### src/hdl/cal_err_pkg.sv
package cal_err_pkg;

  // error code width and the "no error" answer to an empty queue
  localparam int         CODE_W        = 10;
  localparam int         MSG_W         = 7;
  localparam logic [9:0] CODE_NONE     = 10'h000;

  // calibration error code groups (decimal values shown at the right)
  localparam logic [9:0] CODE_A_FIRST  = 10'h190; // 400, dc volts
  localparam logic [9:0] CODE_A_LAST   = 10'h1A9; // 425, ohms and dc amps
  localparam logic [9:0] CODE_B_FIRST  = 10'h1B6; // 438, cal date missing
  localparam logic [9:0] CODE_B_LAST   = 10'h1B8; // 440
  localparam logic [9:0] CODE_C_FIRST  = 10'h1C2; // 450, ac group
  localparam logic [9:0] CODE_C_LAST   = 10'h1E7; // 487, incl 1 A zero at 478
  localparam logic [9:0] CODE_FRONT_REAR = 10'h1EA; // 490
  localparam logic [9:0] CODE_DATA_BAD = 10'h1F4; // 500
  localparam logic [9:0] CODE_D_FIRST  = 10'h201; // 513, data lost group
  localparam logic [9:0] CODE_D_LAST   = 10'h203; // 515
  localparam logic [9:0] CODE_QUESTION = 10'h262; // 610

  // message index bases, one message per code in table order
  localparam logic [6:0] MSG_A_BASE    = 7'h00;
  localparam logic [6:0] MSG_B_BASE    = 7'h1A;
  localparam logic [6:0] MSG_C_BASE    = 7'h1D;
  localparam logic [6:0] MSG_FRONT_REAR = 7'h43;
  localparam logic [6:0] MSG_DATA_BAD  = 7'h44;
  localparam logic [6:0] MSG_D_BASE    = 7'h45;
  localparam logic [6:0] MSG_QUESTION  = 7'h48;
  localparam logic [6:0] MSG_NONE      = 7'h7F;

  // status byte and event register bit positions
  localparam int         STB_EAV_BIT   = 2;
  localparam int         STB_RQS_BIT   = 6;
  localparam int         ESR_DEV_ERR_BIT = 3;
  localparam logic [7:0] SRE_RESET     = 8'h00;
  localparam logic [7:0] ESR_RESET     = 8'h00;

  // manufacturing step parameters: 1 V nominal, 1E3 Hz
  localparam int         PARAM_W       = 16;
  localparam logic [15:0] AC_LOW_PARAM = 16'h0001;
  localparam logic [15:0] AC_MID_PARAM = 16'h03E8;

  localparam int         QUEUE_DEPTH   = 10;

  typedef enum logic [1:0] {
    STEP_AC_LOW  = 2'b00,
    STEP_AC_MID  = 2'b01,
    STEP_REAR    = 2'b10,
    STEP_NONE    = 2'b11
  } step_e;

  typedef enum logic {
    SEQ_IDLE = 1'b0,
    SEQ_BUSY = 1'b1
  } seq_e;

endpackage : cal_err_pkg

### src/hdl/cal_err_fifo.sv
`timescale 1ns/100ps
module cal_err_fifo #(
  parameter int W = 10,
  parameter int D = 10
) (
  input  wire logic         clk_in,     // system clock
  input  wire logic         rst_n_in,   // synchronised reset
  input  wire logic         push_in,    // write one entry
  input  wire logic [W-1:0] data_in,    // entry to write
  input  wire logic         pop_in,     // drop head entry
  input  wire logic         flush_in,   // discard everything
  output logic      [W-1:0] head_out,   // oldest entry
  output logic              empty_out,  // nothing held
  output logic              full_out    // no room
);
  localparam int AW = (D > 1) ? $clog2(D) : 1;
  localparam int CW = $clog2(D + 1);
  localparam logic [AW-1:0] LAST_SLOT = AW'(D - 1);
  localparam logic [CW-1:0] FULL_CNT  = CW'(D);

  logic [W-1:0]  mem [D];
  logic [AW-1:0] wr_ptr;
  logic [AW-1:0] rd_ptr;
  logic [CW-1:0] count;
  logic [AW-1:0] next_wr_ptr;
  logic [AW-1:0] next_rd_ptr;
  logic [CW-1:0] next_count;
  logic          do_push;
  logic          do_pop;

  function automatic logic [AW-1:0] bump(input logic [AW-1:0] p);
    bump = (p == LAST_SLOT) ? '0 : p + AW'(1);
  endfunction : bump

  assign empty_out = (count == '0);
  assign full_out  = (count == FULL_CNT);
  assign head_out  = mem[rd_ptr];

  // a full queue drops new entries rather than overwriting old ones
  always_comb begin
    do_pop      = pop_in && !empty_out && !flush_in;
    do_push     = push_in && (!full_out || do_pop || flush_in);
    next_wr_ptr = do_push ? bump(wr_ptr) : wr_ptr;
    next_rd_ptr = do_pop ? bump(rd_ptr) : rd_ptr;
    next_count  = count;
    if (flush_in) begin
      next_rd_ptr = wr_ptr;
      next_count  = do_push ? CW'(1) : '0;
    end else if (do_push && !do_pop) begin
      next_count = count + CW'(1);
    end else if (do_pop && !do_push) begin
      next_count = count - CW'(1);
    end
  end

  // pointer and count registers
  always_ff @(posedge clk_in or negedge rst_n_in) begin
    if (!rst_n_in) begin
      wr_ptr <= '0;
      rd_ptr <= '0;
      count  <= '0;
    end else begin
      wr_ptr <= next_wr_ptr;
      rd_ptr <= next_rd_ptr;
      count  <= next_count;
    end
  end

  // storage carries no reset
  always_ff @(posedge clk_in) begin
    if (do_push) begin
      mem[wr_ptr] <= data_in;
    end
  end

endmodule : cal_err_fifo

### src/hdl/cal_error_status_reporting.sv
// Overview of operation
// - low ac step takes param 1, mid ac step takes param 1E3
// - dc voltage failures reported as codes 400 to 405
// - dc current failures 421 to 425, 1 A zero as 478
// - ac failures reported as codes 450 to 473
// - missing cal date 438, missing next cal date 439
// - invalid data 500, lost ac, dc, dates 513 to 515
// - wrong front/rear selection 490, questionable calibration 610
// - every calibration error sets event status bit 3
// - every calibration error enters the common error queue unless it is full
// - error query answers with code and matching message
// - error-available bit 2 set while queue holds an entry
// - host tests bit 2; reading errors clears the flag
// - mask value 4 raises service request on error-available
`timescale 1ns/100ps
module cal_error_status_reporting
  import cal_err_pkg::*;
#(
  parameter int DEPTH = QUEUE_DEPTH
) (
  input  wire logic                        clk_in,             // 100 MHz clock
  input  wire logic                        arst_n_in,          // async reset, low
  input  wire logic                        step_req_in,        // step command strobe
  input  wire cal_err_pkg::step_e          step_sel_in,        // which step
  input  wire logic [cal_err_pkg::PARAM_W-1:0] step_param_in,  // step parameter
  input  wire logic                        rear_selected_in,   // rear inputs chosen
  input  wire logic                        step_done_in,       // step finished
  input  wire logic                        cal_err_valid_in,   // cal error strobe
  input  wire logic [cal_err_pkg::CODE_W-1:0] cal_err_code_in, // cal error code
  input  wire logic                        err_query_in,       // error query strobe
  input  wire logic                        sre_write_in,       // load request mask
  input  wire logic [7:0]                  sre_value_in,       // request mask value
  input  wire logic                        esr_read_in,        // read-clear events
  input  wire logic                        clear_status_in,    // clear status, queue
  output logic                             step_start_out,     // step launched pulse
  output cal_err_pkg::step_e               step_id_out,        // launched step
  output logic                             step_reject_out,    // step refused pulse
  output logic                             busy_out,           // step in progress
  output logic                             err_resp_valid_out, // query answer pulse
  output logic [cal_err_pkg::CODE_W-1:0]   err_resp_code_out,  // answered code
  output logic [cal_err_pkg::MSG_W-1:0]    err_resp_msg_out,   // message index
  output logic [7:0]                       stb_out,            // status byte
  output logic [7:0]                       esr_out,            // event status
  output logic                             srq_out             // service request
);
  import cal_err_pkg::*;

  //////////////////////////////////////////////////////////////////////////////
  // reset release

  logic rst_meta;
  logic rst_n;

  // release through two flops, assert at once
  always_ff @(posedge clk_in or negedge arst_n_in) begin
    if (!arst_n_in) begin
      rst_meta <= 1'b0;
      rst_n    <= 1'b0;
    end else begin
      rst_meta <= 1'b1;
      rst_n    <= rst_meta;
    end
  end

  //////////////////////////////////////////////////////////////////////////////
  // code table lookup

  // returns the message index, or MSG_NONE for a code outside the table
  function automatic logic [MSG_W-1:0] msg_of(input logic [CODE_W-1:0] c);
    logic [CODE_W-1:0] off;
    off    = '0;
    msg_of = MSG_NONE;
    if (c >= CODE_A_FIRST && c <= CODE_A_LAST) begin
      off    = c - CODE_A_FIRST;
      msg_of = MSG_A_BASE + off[MSG_W-1:0];
    end else if (c >= CODE_B_FIRST && c <= CODE_B_LAST) begin
      off    = c - CODE_B_FIRST;
      msg_of = MSG_B_BASE + off[MSG_W-1:0];
    end else if (c >= CODE_C_FIRST && c <= CODE_C_LAST) begin
      off    = c - CODE_C_FIRST;
      msg_of = MSG_C_BASE + off[MSG_W-1:0];
    end else if (c == CODE_FRONT_REAR) begin
      msg_of = MSG_FRONT_REAR;
    end else if (c == CODE_DATA_BAD) begin
      msg_of = MSG_DATA_BAD;
    end else if (c >= CODE_D_FIRST && c <= CODE_D_LAST) begin
      off    = c - CODE_D_FIRST;
      msg_of = MSG_D_BASE + off[MSG_W-1:0];
    end else if (c == CODE_QUESTION) begin
      msg_of = MSG_QUESTION;
    end
  endfunction : msg_of

  //////////////////////////////////////////////////////////////////////////////
  // error queue

  logic              push;
  logic [CODE_W-1:0] push_code;
  logic              q_pop;
  logic [CODE_W-1:0] q_head;
  logic              q_empty;
  logic              ext_ok;
  logic              fr_pending;
  logic              next_fr_pending;
  logic              fr_raise;

  // one push a cycle; an internal front/rear error waits behind an external one
  always_comb begin
    ext_ok    = cal_err_valid_in && (msg_of(cal_err_code_in) != MSG_NONE);
    push      = ext_ok || fr_pending;
    push_code = ext_ok ? cal_err_code_in : CODE_FRONT_REAR;
    q_pop     = err_query_in && !q_empty;
    next_fr_pending = fr_raise || (fr_pending && ext_ok);
  end

  cal_err_fifo #(
    .W (CODE_W),
    .D (DEPTH)
  ) u_queue (
    .clk_in    (clk_in),
    .rst_n_in  (rst_n),
    .push_in   (push),
    .data_in   (push_code),
    .pop_in    (q_pop),
    .flush_in  (clear_status_in),
    .head_out  (q_head),
    .empty_out (q_empty),
    .full_out  ()
  );

  //////////////////////////////////////////////////////////////////////////////
  // step sequencer

  seq_e  seq;
  seq_e  next_seq;
  logic  next_step_start;
  step_e next_step_id;
  logic  next_step_reject;
  logic  step_ok;

  // a step arriving while another runs is refused, not queued
  always_comb begin
    next_seq         = seq;
    next_step_start  = 1'b0;
    next_step_id     = step_id_out;
    next_step_reject = 1'b0;
    fr_raise         = 1'b0;
    case (step_sel_in)
      STEP_AC_LOW: step_ok = (step_param_in == AC_LOW_PARAM);
      STEP_AC_MID: step_ok = (step_param_in == AC_MID_PARAM);
      STEP_REAR:   step_ok = rear_selected_in;
      default:     step_ok = 1'b0;
    endcase
    case (seq)
      SEQ_IDLE: begin
        if (step_req_in) begin
          if (step_ok) begin
            next_seq        = SEQ_BUSY;
            next_step_start = 1'b1;
            next_step_id    = step_sel_in;
          end else begin
            next_step_reject = 1'b1;
            fr_raise = (step_sel_in == STEP_REAR);
          end
        end
      end
      SEQ_BUSY: begin
        next_step_reject = step_req_in;
        if (step_done_in) begin
          next_seq = SEQ_IDLE;
        end
      end
      default: next_seq = SEQ_IDLE;
    endcase
  end

  // sequencer registers
  always_ff @(posedge clk_in or negedge rst_n) begin
    if (!rst_n) begin
      seq             <= SEQ_IDLE;
      step_start_out  <= 1'b0;
      step_id_out     <= STEP_NONE;
      step_reject_out <= 1'b0;
      fr_pending      <= 1'b0;
    end else begin
      seq             <= next_seq;
      step_start_out  <= next_step_start;
      step_id_out     <= next_step_id;
      step_reject_out <= next_step_reject;
      fr_pending      <= next_fr_pending;
    end
  end

  assign busy_out = (seq == SEQ_BUSY);

  //////////////////////////////////////////////////////////////////////////////
  // query answer and status

  logic              next_resp_valid;
  logic [CODE_W-1:0] next_resp_code;
  logic [MSG_W-1:0]  next_resp_msg;
  logic [7:0]        sre;
  logic [7:0]        next_sre;
  logic [7:0]        next_esr;
  logic [7:0]        next_stb;
  logic              next_srq;
  logic [7:0]        stb_core;

  // status byte follows the queue one edge later; set beats clear in esr
  always_comb begin
    next_resp_valid = err_query_in;
    next_resp_code  = err_resp_code_out;
    next_resp_msg   = err_resp_msg_out;
    if (err_query_in) begin
      next_resp_code = q_empty ? CODE_NONE : q_head;
      next_resp_msg  = q_empty ? MSG_NONE : msg_of(q_head);
    end
    next_sre = sre_write_in ? sre_value_in : sre;
    next_esr = (esr_read_in || clear_status_in) ? ESR_RESET : esr_out;
    if (push) begin
      next_esr[ESR_DEV_ERR_BIT] = 1'b1;
    end
    stb_core              = 8'h00;
    stb_core[STB_EAV_BIT] = !q_empty;
    next_srq              = |(stb_core & sre);
    next_stb              = stb_core;
    next_stb[STB_RQS_BIT] = next_srq;
  end

  // answer and status registers
  always_ff @(posedge clk_in or negedge rst_n) begin
    if (!rst_n) begin
      err_resp_valid_out <= 1'b0;
      err_resp_code_out  <= CODE_NONE;
      err_resp_msg_out   <= MSG_NONE;
      sre                <= SRE_RESET;
      esr_out            <= ESR_RESET;
      stb_out            <= 8'h00;
      srq_out            <= 1'b0;
    end else begin
      err_resp_valid_out <= next_resp_valid;
      err_resp_code_out  <= next_resp_code;
      err_resp_msg_out   <= next_resp_msg;
      sre                <= next_sre;
      esr_out            <= next_esr;
      stb_out            <= next_stb;
      srq_out            <= next_srq;
    end
  end

  //////////////////////////////////////////////////////////////////////////////
  // checks

  a_eav_follows_queue: assert property (@(posedge clk_in) disable iff (!rst_n)
    stb_out[STB_EAV_BIT] == !$past(q_empty))
    else $error("eav bit does not follow queue");

  a_esr_on_error: assert property (@(posedge clk_in) disable iff (!rst_n)
    push |=> esr_out[ESR_DEV_ERR_BIT])
    else $error("queued error did not set event bit 3");

  a_srq_raise: assert property (@(posedge clk_in) disable iff (!rst_n)
    (sre == 8'h04 && !q_empty) |=> srq_out)
    else $error("service request not raised");

  a_srq_release: assert property (@(posedge clk_in) disable iff (!rst_n)
    (q_empty || !sre[STB_EAV_BIT]) |=> !srq_out)
    else $error("service request held without cause");

  a_query_answer: assert property (@(posedge clk_in) disable iff (!rst_n)
    (err_query_in && !q_empty) |=> err_resp_valid_out
      && err_resp_code_out == $past(q_head) && err_resp_msg_out != MSG_NONE)
    else $error("query answer wrong");

  a_flag_clears_on_read: assert property (@(posedge clk_in) disable iff (!rst_n)
    (err_query_in && !q_empty && !push && !clear_status_in) ##1 q_empty
      |=> !stb_out[STB_EAV_BIT])
    else $error("eav stayed set after last read");

  a_bad_param_reject: assert property (@(posedge clk_in) disable iff (!rst_n)
    (seq == SEQ_IDLE && step_req_in && step_sel_in == STEP_AC_MID
      && step_param_in != AC_MID_PARAM) |=> (step_reject_out && !step_start_out))
    else $error("bad step parameter accepted");

  a_front_rear_code: assert property (@(posedge clk_in) disable iff (!rst_n)
    fr_raise |=> fr_pending ##[0:3] (push && push_code == CODE_FRONT_REAR))
    else $error("front/rear error not queued");

  a_bad_code_dropped: assert property (@(posedge clk_in) disable iff (!rst_n)
    (cal_err_valid_in && msg_of(cal_err_code_in) == MSG_NONE && !fr_pending) |-> !push)
    else $error("unknown code queued");

endmodule : cal_error_status_reporting

### config.mk
export PLATFORM = sky130hd
export DESIGN_NAME = cal_error_status_reporting
export DESIGN_NICKNAME = d
export VERILOG_FILES = /design/src/hdl/cal_err_pkg.sv /design/src/hdl/cal_err_fifo.sv /design/src/hdl/cal_error_status_reporting.sv
export SDC_FILE = /design/constraint.sdc
export NUM_CORES = 1
export LEC_CHECK = 0
export BUFFER_PORTS_ARGS = -buffer_cell sky130_fd_sc_hd__buf_2
export CAP_MARGIN = 20
export CORE_ASPECT_RATIO = 0.9
export CORE_MARGIN = 10
export CORE_UTILIZATION = 60
export DETAILED_ROUTE_END_ITERATION = 10
export HOLD_SLACK_MARGIN = 0.12
export PLACE_DENSITY = 0.87
export SYNTH_ARGS = -nofsm -noshare
export SYNTH_HDL_FRONTEND = slang
export SYNTH_SLANG_ARGS = --single-unit
### constraint.sdc
create_clock -name clk_in -period 2.3 [get_ports clk_in]
set_input_delay 0.46 -clock clk_in [delete_from_list [all_inputs] [get_ports clk_in]]
set_output_delay 0.46 -clock clk_in [all_outputs]
set_load 0.02 [all_outputs]
==> results.cfg <==
[timing]
clock_skew_ns = 0.0123
worst_slew_pin_slew_ns = 1.14
rsz0062_at_grt = true
setup-tns-final_ns = -115.28
finalHoldViolCount = 0
finalCritPeriodShare = 1.56
fmax_mhz = 278
timing.hold.ws_ns = 0.196
finalWorstSetupSlack_ns = -1.30
setup_viol = 220
post-route-min-period_ns = 3.60
finalMaxSlewViolations = 0
relSlewSlack = 0.233

[floorplan]
die-height_um = 127
die_area_mm2 = 0.0176
core_area_mm2 = 0.0122
rows = 38
fp.dieW_um = 139
top_level_ports = 86
initial_utilization = 0.621

[setup_path]
rr_worst_depth = 16
path_buf_inv = 7
worst_setup_path_start_kind = input pin
path_class = input pin to flip-flop
cpMaxStageDelayCell = o21ai_0
r2r-start = u_queue.rd_ptr[0]
path_cells = clkbuf_4 > buf_6 > ha_4 > a21oi_4 > buf_4 > buf_4 > nand2_2 > xnor2_2 > a31oi_2 > o311a_4 > o21ai_4 > buf_4 > buf_8 > buf_4 > o21ai_0 > o211ai_1
worstSetupEndpointType = flip-flop
r2r_slack_ns = -1.28
cp_max_fo = 7
critPathTopFamily = compound AO/OA/AOI/OAI gates
cpPeakStageDelay_ns = 0.89
rr_endpoint = err_resp_msg_out[5]
cpMostUsedCell = buf_4
worstPathRequired_ns = 2.52
arrival_ns = 3.82

[clock_network]
cts_buffers = 17
clk_latency_ns = 0.44
cts-root-buf = clkbuf_16
clock_sinks = 142
tritoncts = built
cts_max_path_buffers = 2
htreeDepth = 4
path_clk_slew_ns = 0.07

[synthesis]
synthTopCellsByArea = edfxtp_1 (40%), dfrtp_1 (11%), ha_1 (4.9%)
synth_seq_cells = 142
synth_area_mm2 = 0.00759
synth_edf_count = 100
synth.cells.most_frequent = edfxtp_1 (100), nand2_1 (43), nor2_1 (37), dfrtp_1 (33), mux2i_1 (32)
post_synth_inst_count = 618
synth_cell_types = 91
async_reset_ff_frac = 0.296
synth_top_cell_area_share = 0.395
syn_area_per_cell_um2 = 12.3
synth_ff_type = edfxtp_1
synth.most_common_cell = edfxtp_1
yosys_warnings = 0
ys_seq_area_frac = 0.535
yosys.area.top_type = edfxtp_1

[power]
netSwitchingPower_uw = 6390
ir_drop_uv = 872
power_frac_comb = 0.567
leakagePower_uw = 0.00439
clkPwrFrac = 0.194
power.internal_uw = 8390
power_density_mw_per_mm2 = 1350
p_seq_frac = 0.238
switching_share = 0.432

[status]
status = finished with violations
violations = negative setup slack

[worst_hold_path]
worstHoldEndpoint = busy_out
hold_path.class = input pin to flip-flop
min_path_cells = 2
min_from = step_done_in

[global_routing]
grt_overflow = 0
grt_pass1_vias = 7231
grt_usage = 0.311
grt_max_degree = 41
grt_pass1_wl_um = 42600
grt_antenna_before_repair = 2

[detailed_routing]
antenna_left = 0
wl_per_cell_um = 32.7
drtIter0Drc = 1279
drt_pass1_iterations = 7
wirelength_um = 33700
via_per_inst = 7.38
num_vias = 7611
drc_errors = 0

[run]
maxCapViolCount = 0

[placement]
dp_slack_ns = -1.33
place.gp.congestion = 0.933
placed_area_mm2 = 0.00933
port_buffers = 65
dp_hpwl_um = 15400

[final_layout]
fin_util = 0.899
layout.nets = 934
final_cell_area_mm2 = 0.0110
drive_gt1_frac = 0.500
syn_to_final_growth_pct = 44.7
-- timing repair --
item / in CTS / in global routing
gates cloned: 6 / 1
setup endpoints to repair: 216 / 222
setup buffers: 24 / 13
pin swaps: 21 / 31
gates resized for setup: 92 / 68
hold buffers: 1 / 0
hold endpoints to repair: 2 / 0
-- sequential cells by signal, indices dropped and copies added (netlist names), 2 cells and up --
register	count
u_queue.rd_ptr	4
u_queue.mem	100
stb_out	2
err_resp_msg_out	7
step_id_out	2
u_queue.wr_ptr	4
u_queue.count	4
err_resp_code_out	10
-- logic make-up after synthesis --
kind of cell	Yosys count	synth area share
flip-flops	142	0.535
adder cells (fa/ha/maj)	31	0.0521
buffers and inverters	67	0.0503
multiplexers	50	0.0847
AND/OR/NAND/NOR	180	0.127
AO/OA/AOI/OAI	128	0.129
XOR/XNOR	18	0.0208
other	2	0.000989
-- power groups by stage --
stage / Sequential [uW] / Combinational (uW) / Clock (uW)
CTS: 3420 / 6830 / 2750
floorplan: 3510 / 3520 / 0
global placement: 3400 / 5730 / 0
global route: 3530 / 8530 / 2940
detailed placement: 3440 / 5910 / 0
finish: 3520 / 8390 / 2870
-- layout make-up --
cell class / count / area (um2)
diodes: 1 / 2.50
clock buffers: 18 / 429
clock inverters: 14 / 154
fillers: 409 / 1230
inverters: 27 / 124
multi-input cells: 421 / 3920
flip-flops and latches: 142 / 4070
well taps: 160 / 200
repair buffers: 247 / 2090
repair inverters: 1 / 7.51
-- placed cells by master (no fill, tap or decap), types with 9 or more instances in the layout --
| cell type | Yosys | final |
|---|---|---|
| edfxtp_1 | 100 | 100 |
| buf_12 | 2 | 16 |
| nor2_1 | 37 | 31 |
| ha_1 | 30 | 12 |
| dfstp_2 | 9 | 9 |
| a22o_1 | 13 | 13 |
| conb_1 | 2 | 14 |
| buf_4 | 18 | 139 |
| nand2_1 | 43 | 36 |
| clkbuf_16 | 0 | 20 |
| nand3_1 | 10 | 9 |
| xnor2_1 | 15 | 13 |
| mux2i_1 | 32 | 26 |
| inv_1 | 25 | 12 |
| nor2b_1 | 12 | 9 |
| o21ai_0 | 14 | 12 |
| nand4_1 | 10 | 10 |
| a21oi_1 | 20 | 13 |
| ha_4 | 0 | 14 |
| o211ai_1 | 9 | 9 |
| dfrtp_1 | 33 | 31 |
| buf_2 | 6 | 61 |
| buf_6 | 3 | 21 |
-- metal layers --
metal	vias to the layer above	routed length [um]	global-route usage	part of all wire
met2	940	14600	0.499	0.43
met5	-	11	0.00277	0.00033
met3	324	5340	0.0884	0.16
met4	2	3470	0.201	0.10
li1	2800	-	-	-
met1	3545	10300	0.360	0.31
-- worst max path at each step --
stage	from	to	slack, ns	cells after the start
final	cal_err_code_in[5]	u_queue.wr_ptr[3]	-1.30	16
after global routing	u_queue.rd_ptr[0]	err_resp_msg_out[5]	-1.31	16
after CTS	cal_err_code_in[4]	u_queue.count[3]	-0.82	16
after detailed placement	cal_err_code_in[2]	u_queue.count[3]	-1.33	15
after global placement	cal_err_code_in[4]	u_queue.count[3]	-1.23	15
after floorplan	cal_err_code_in[3]	u_queue.count[3]	-1.09	15
-- stage by stage --
| step | instances | power [uW] |
|---|---|---|
| 2_1_floorplan | 630 | 7030 |
| 3_3_place_gp | 953 | 9130 |
| 3_5_place_dp | 953 | 9350 |
| 4_1_cts | 1016 | 13000 |
| 5_1_grt | 1030 | 15000 |
| 6_report | 1031 | 14800 |
Note: power is estimated with default switching activity, not from simulation.
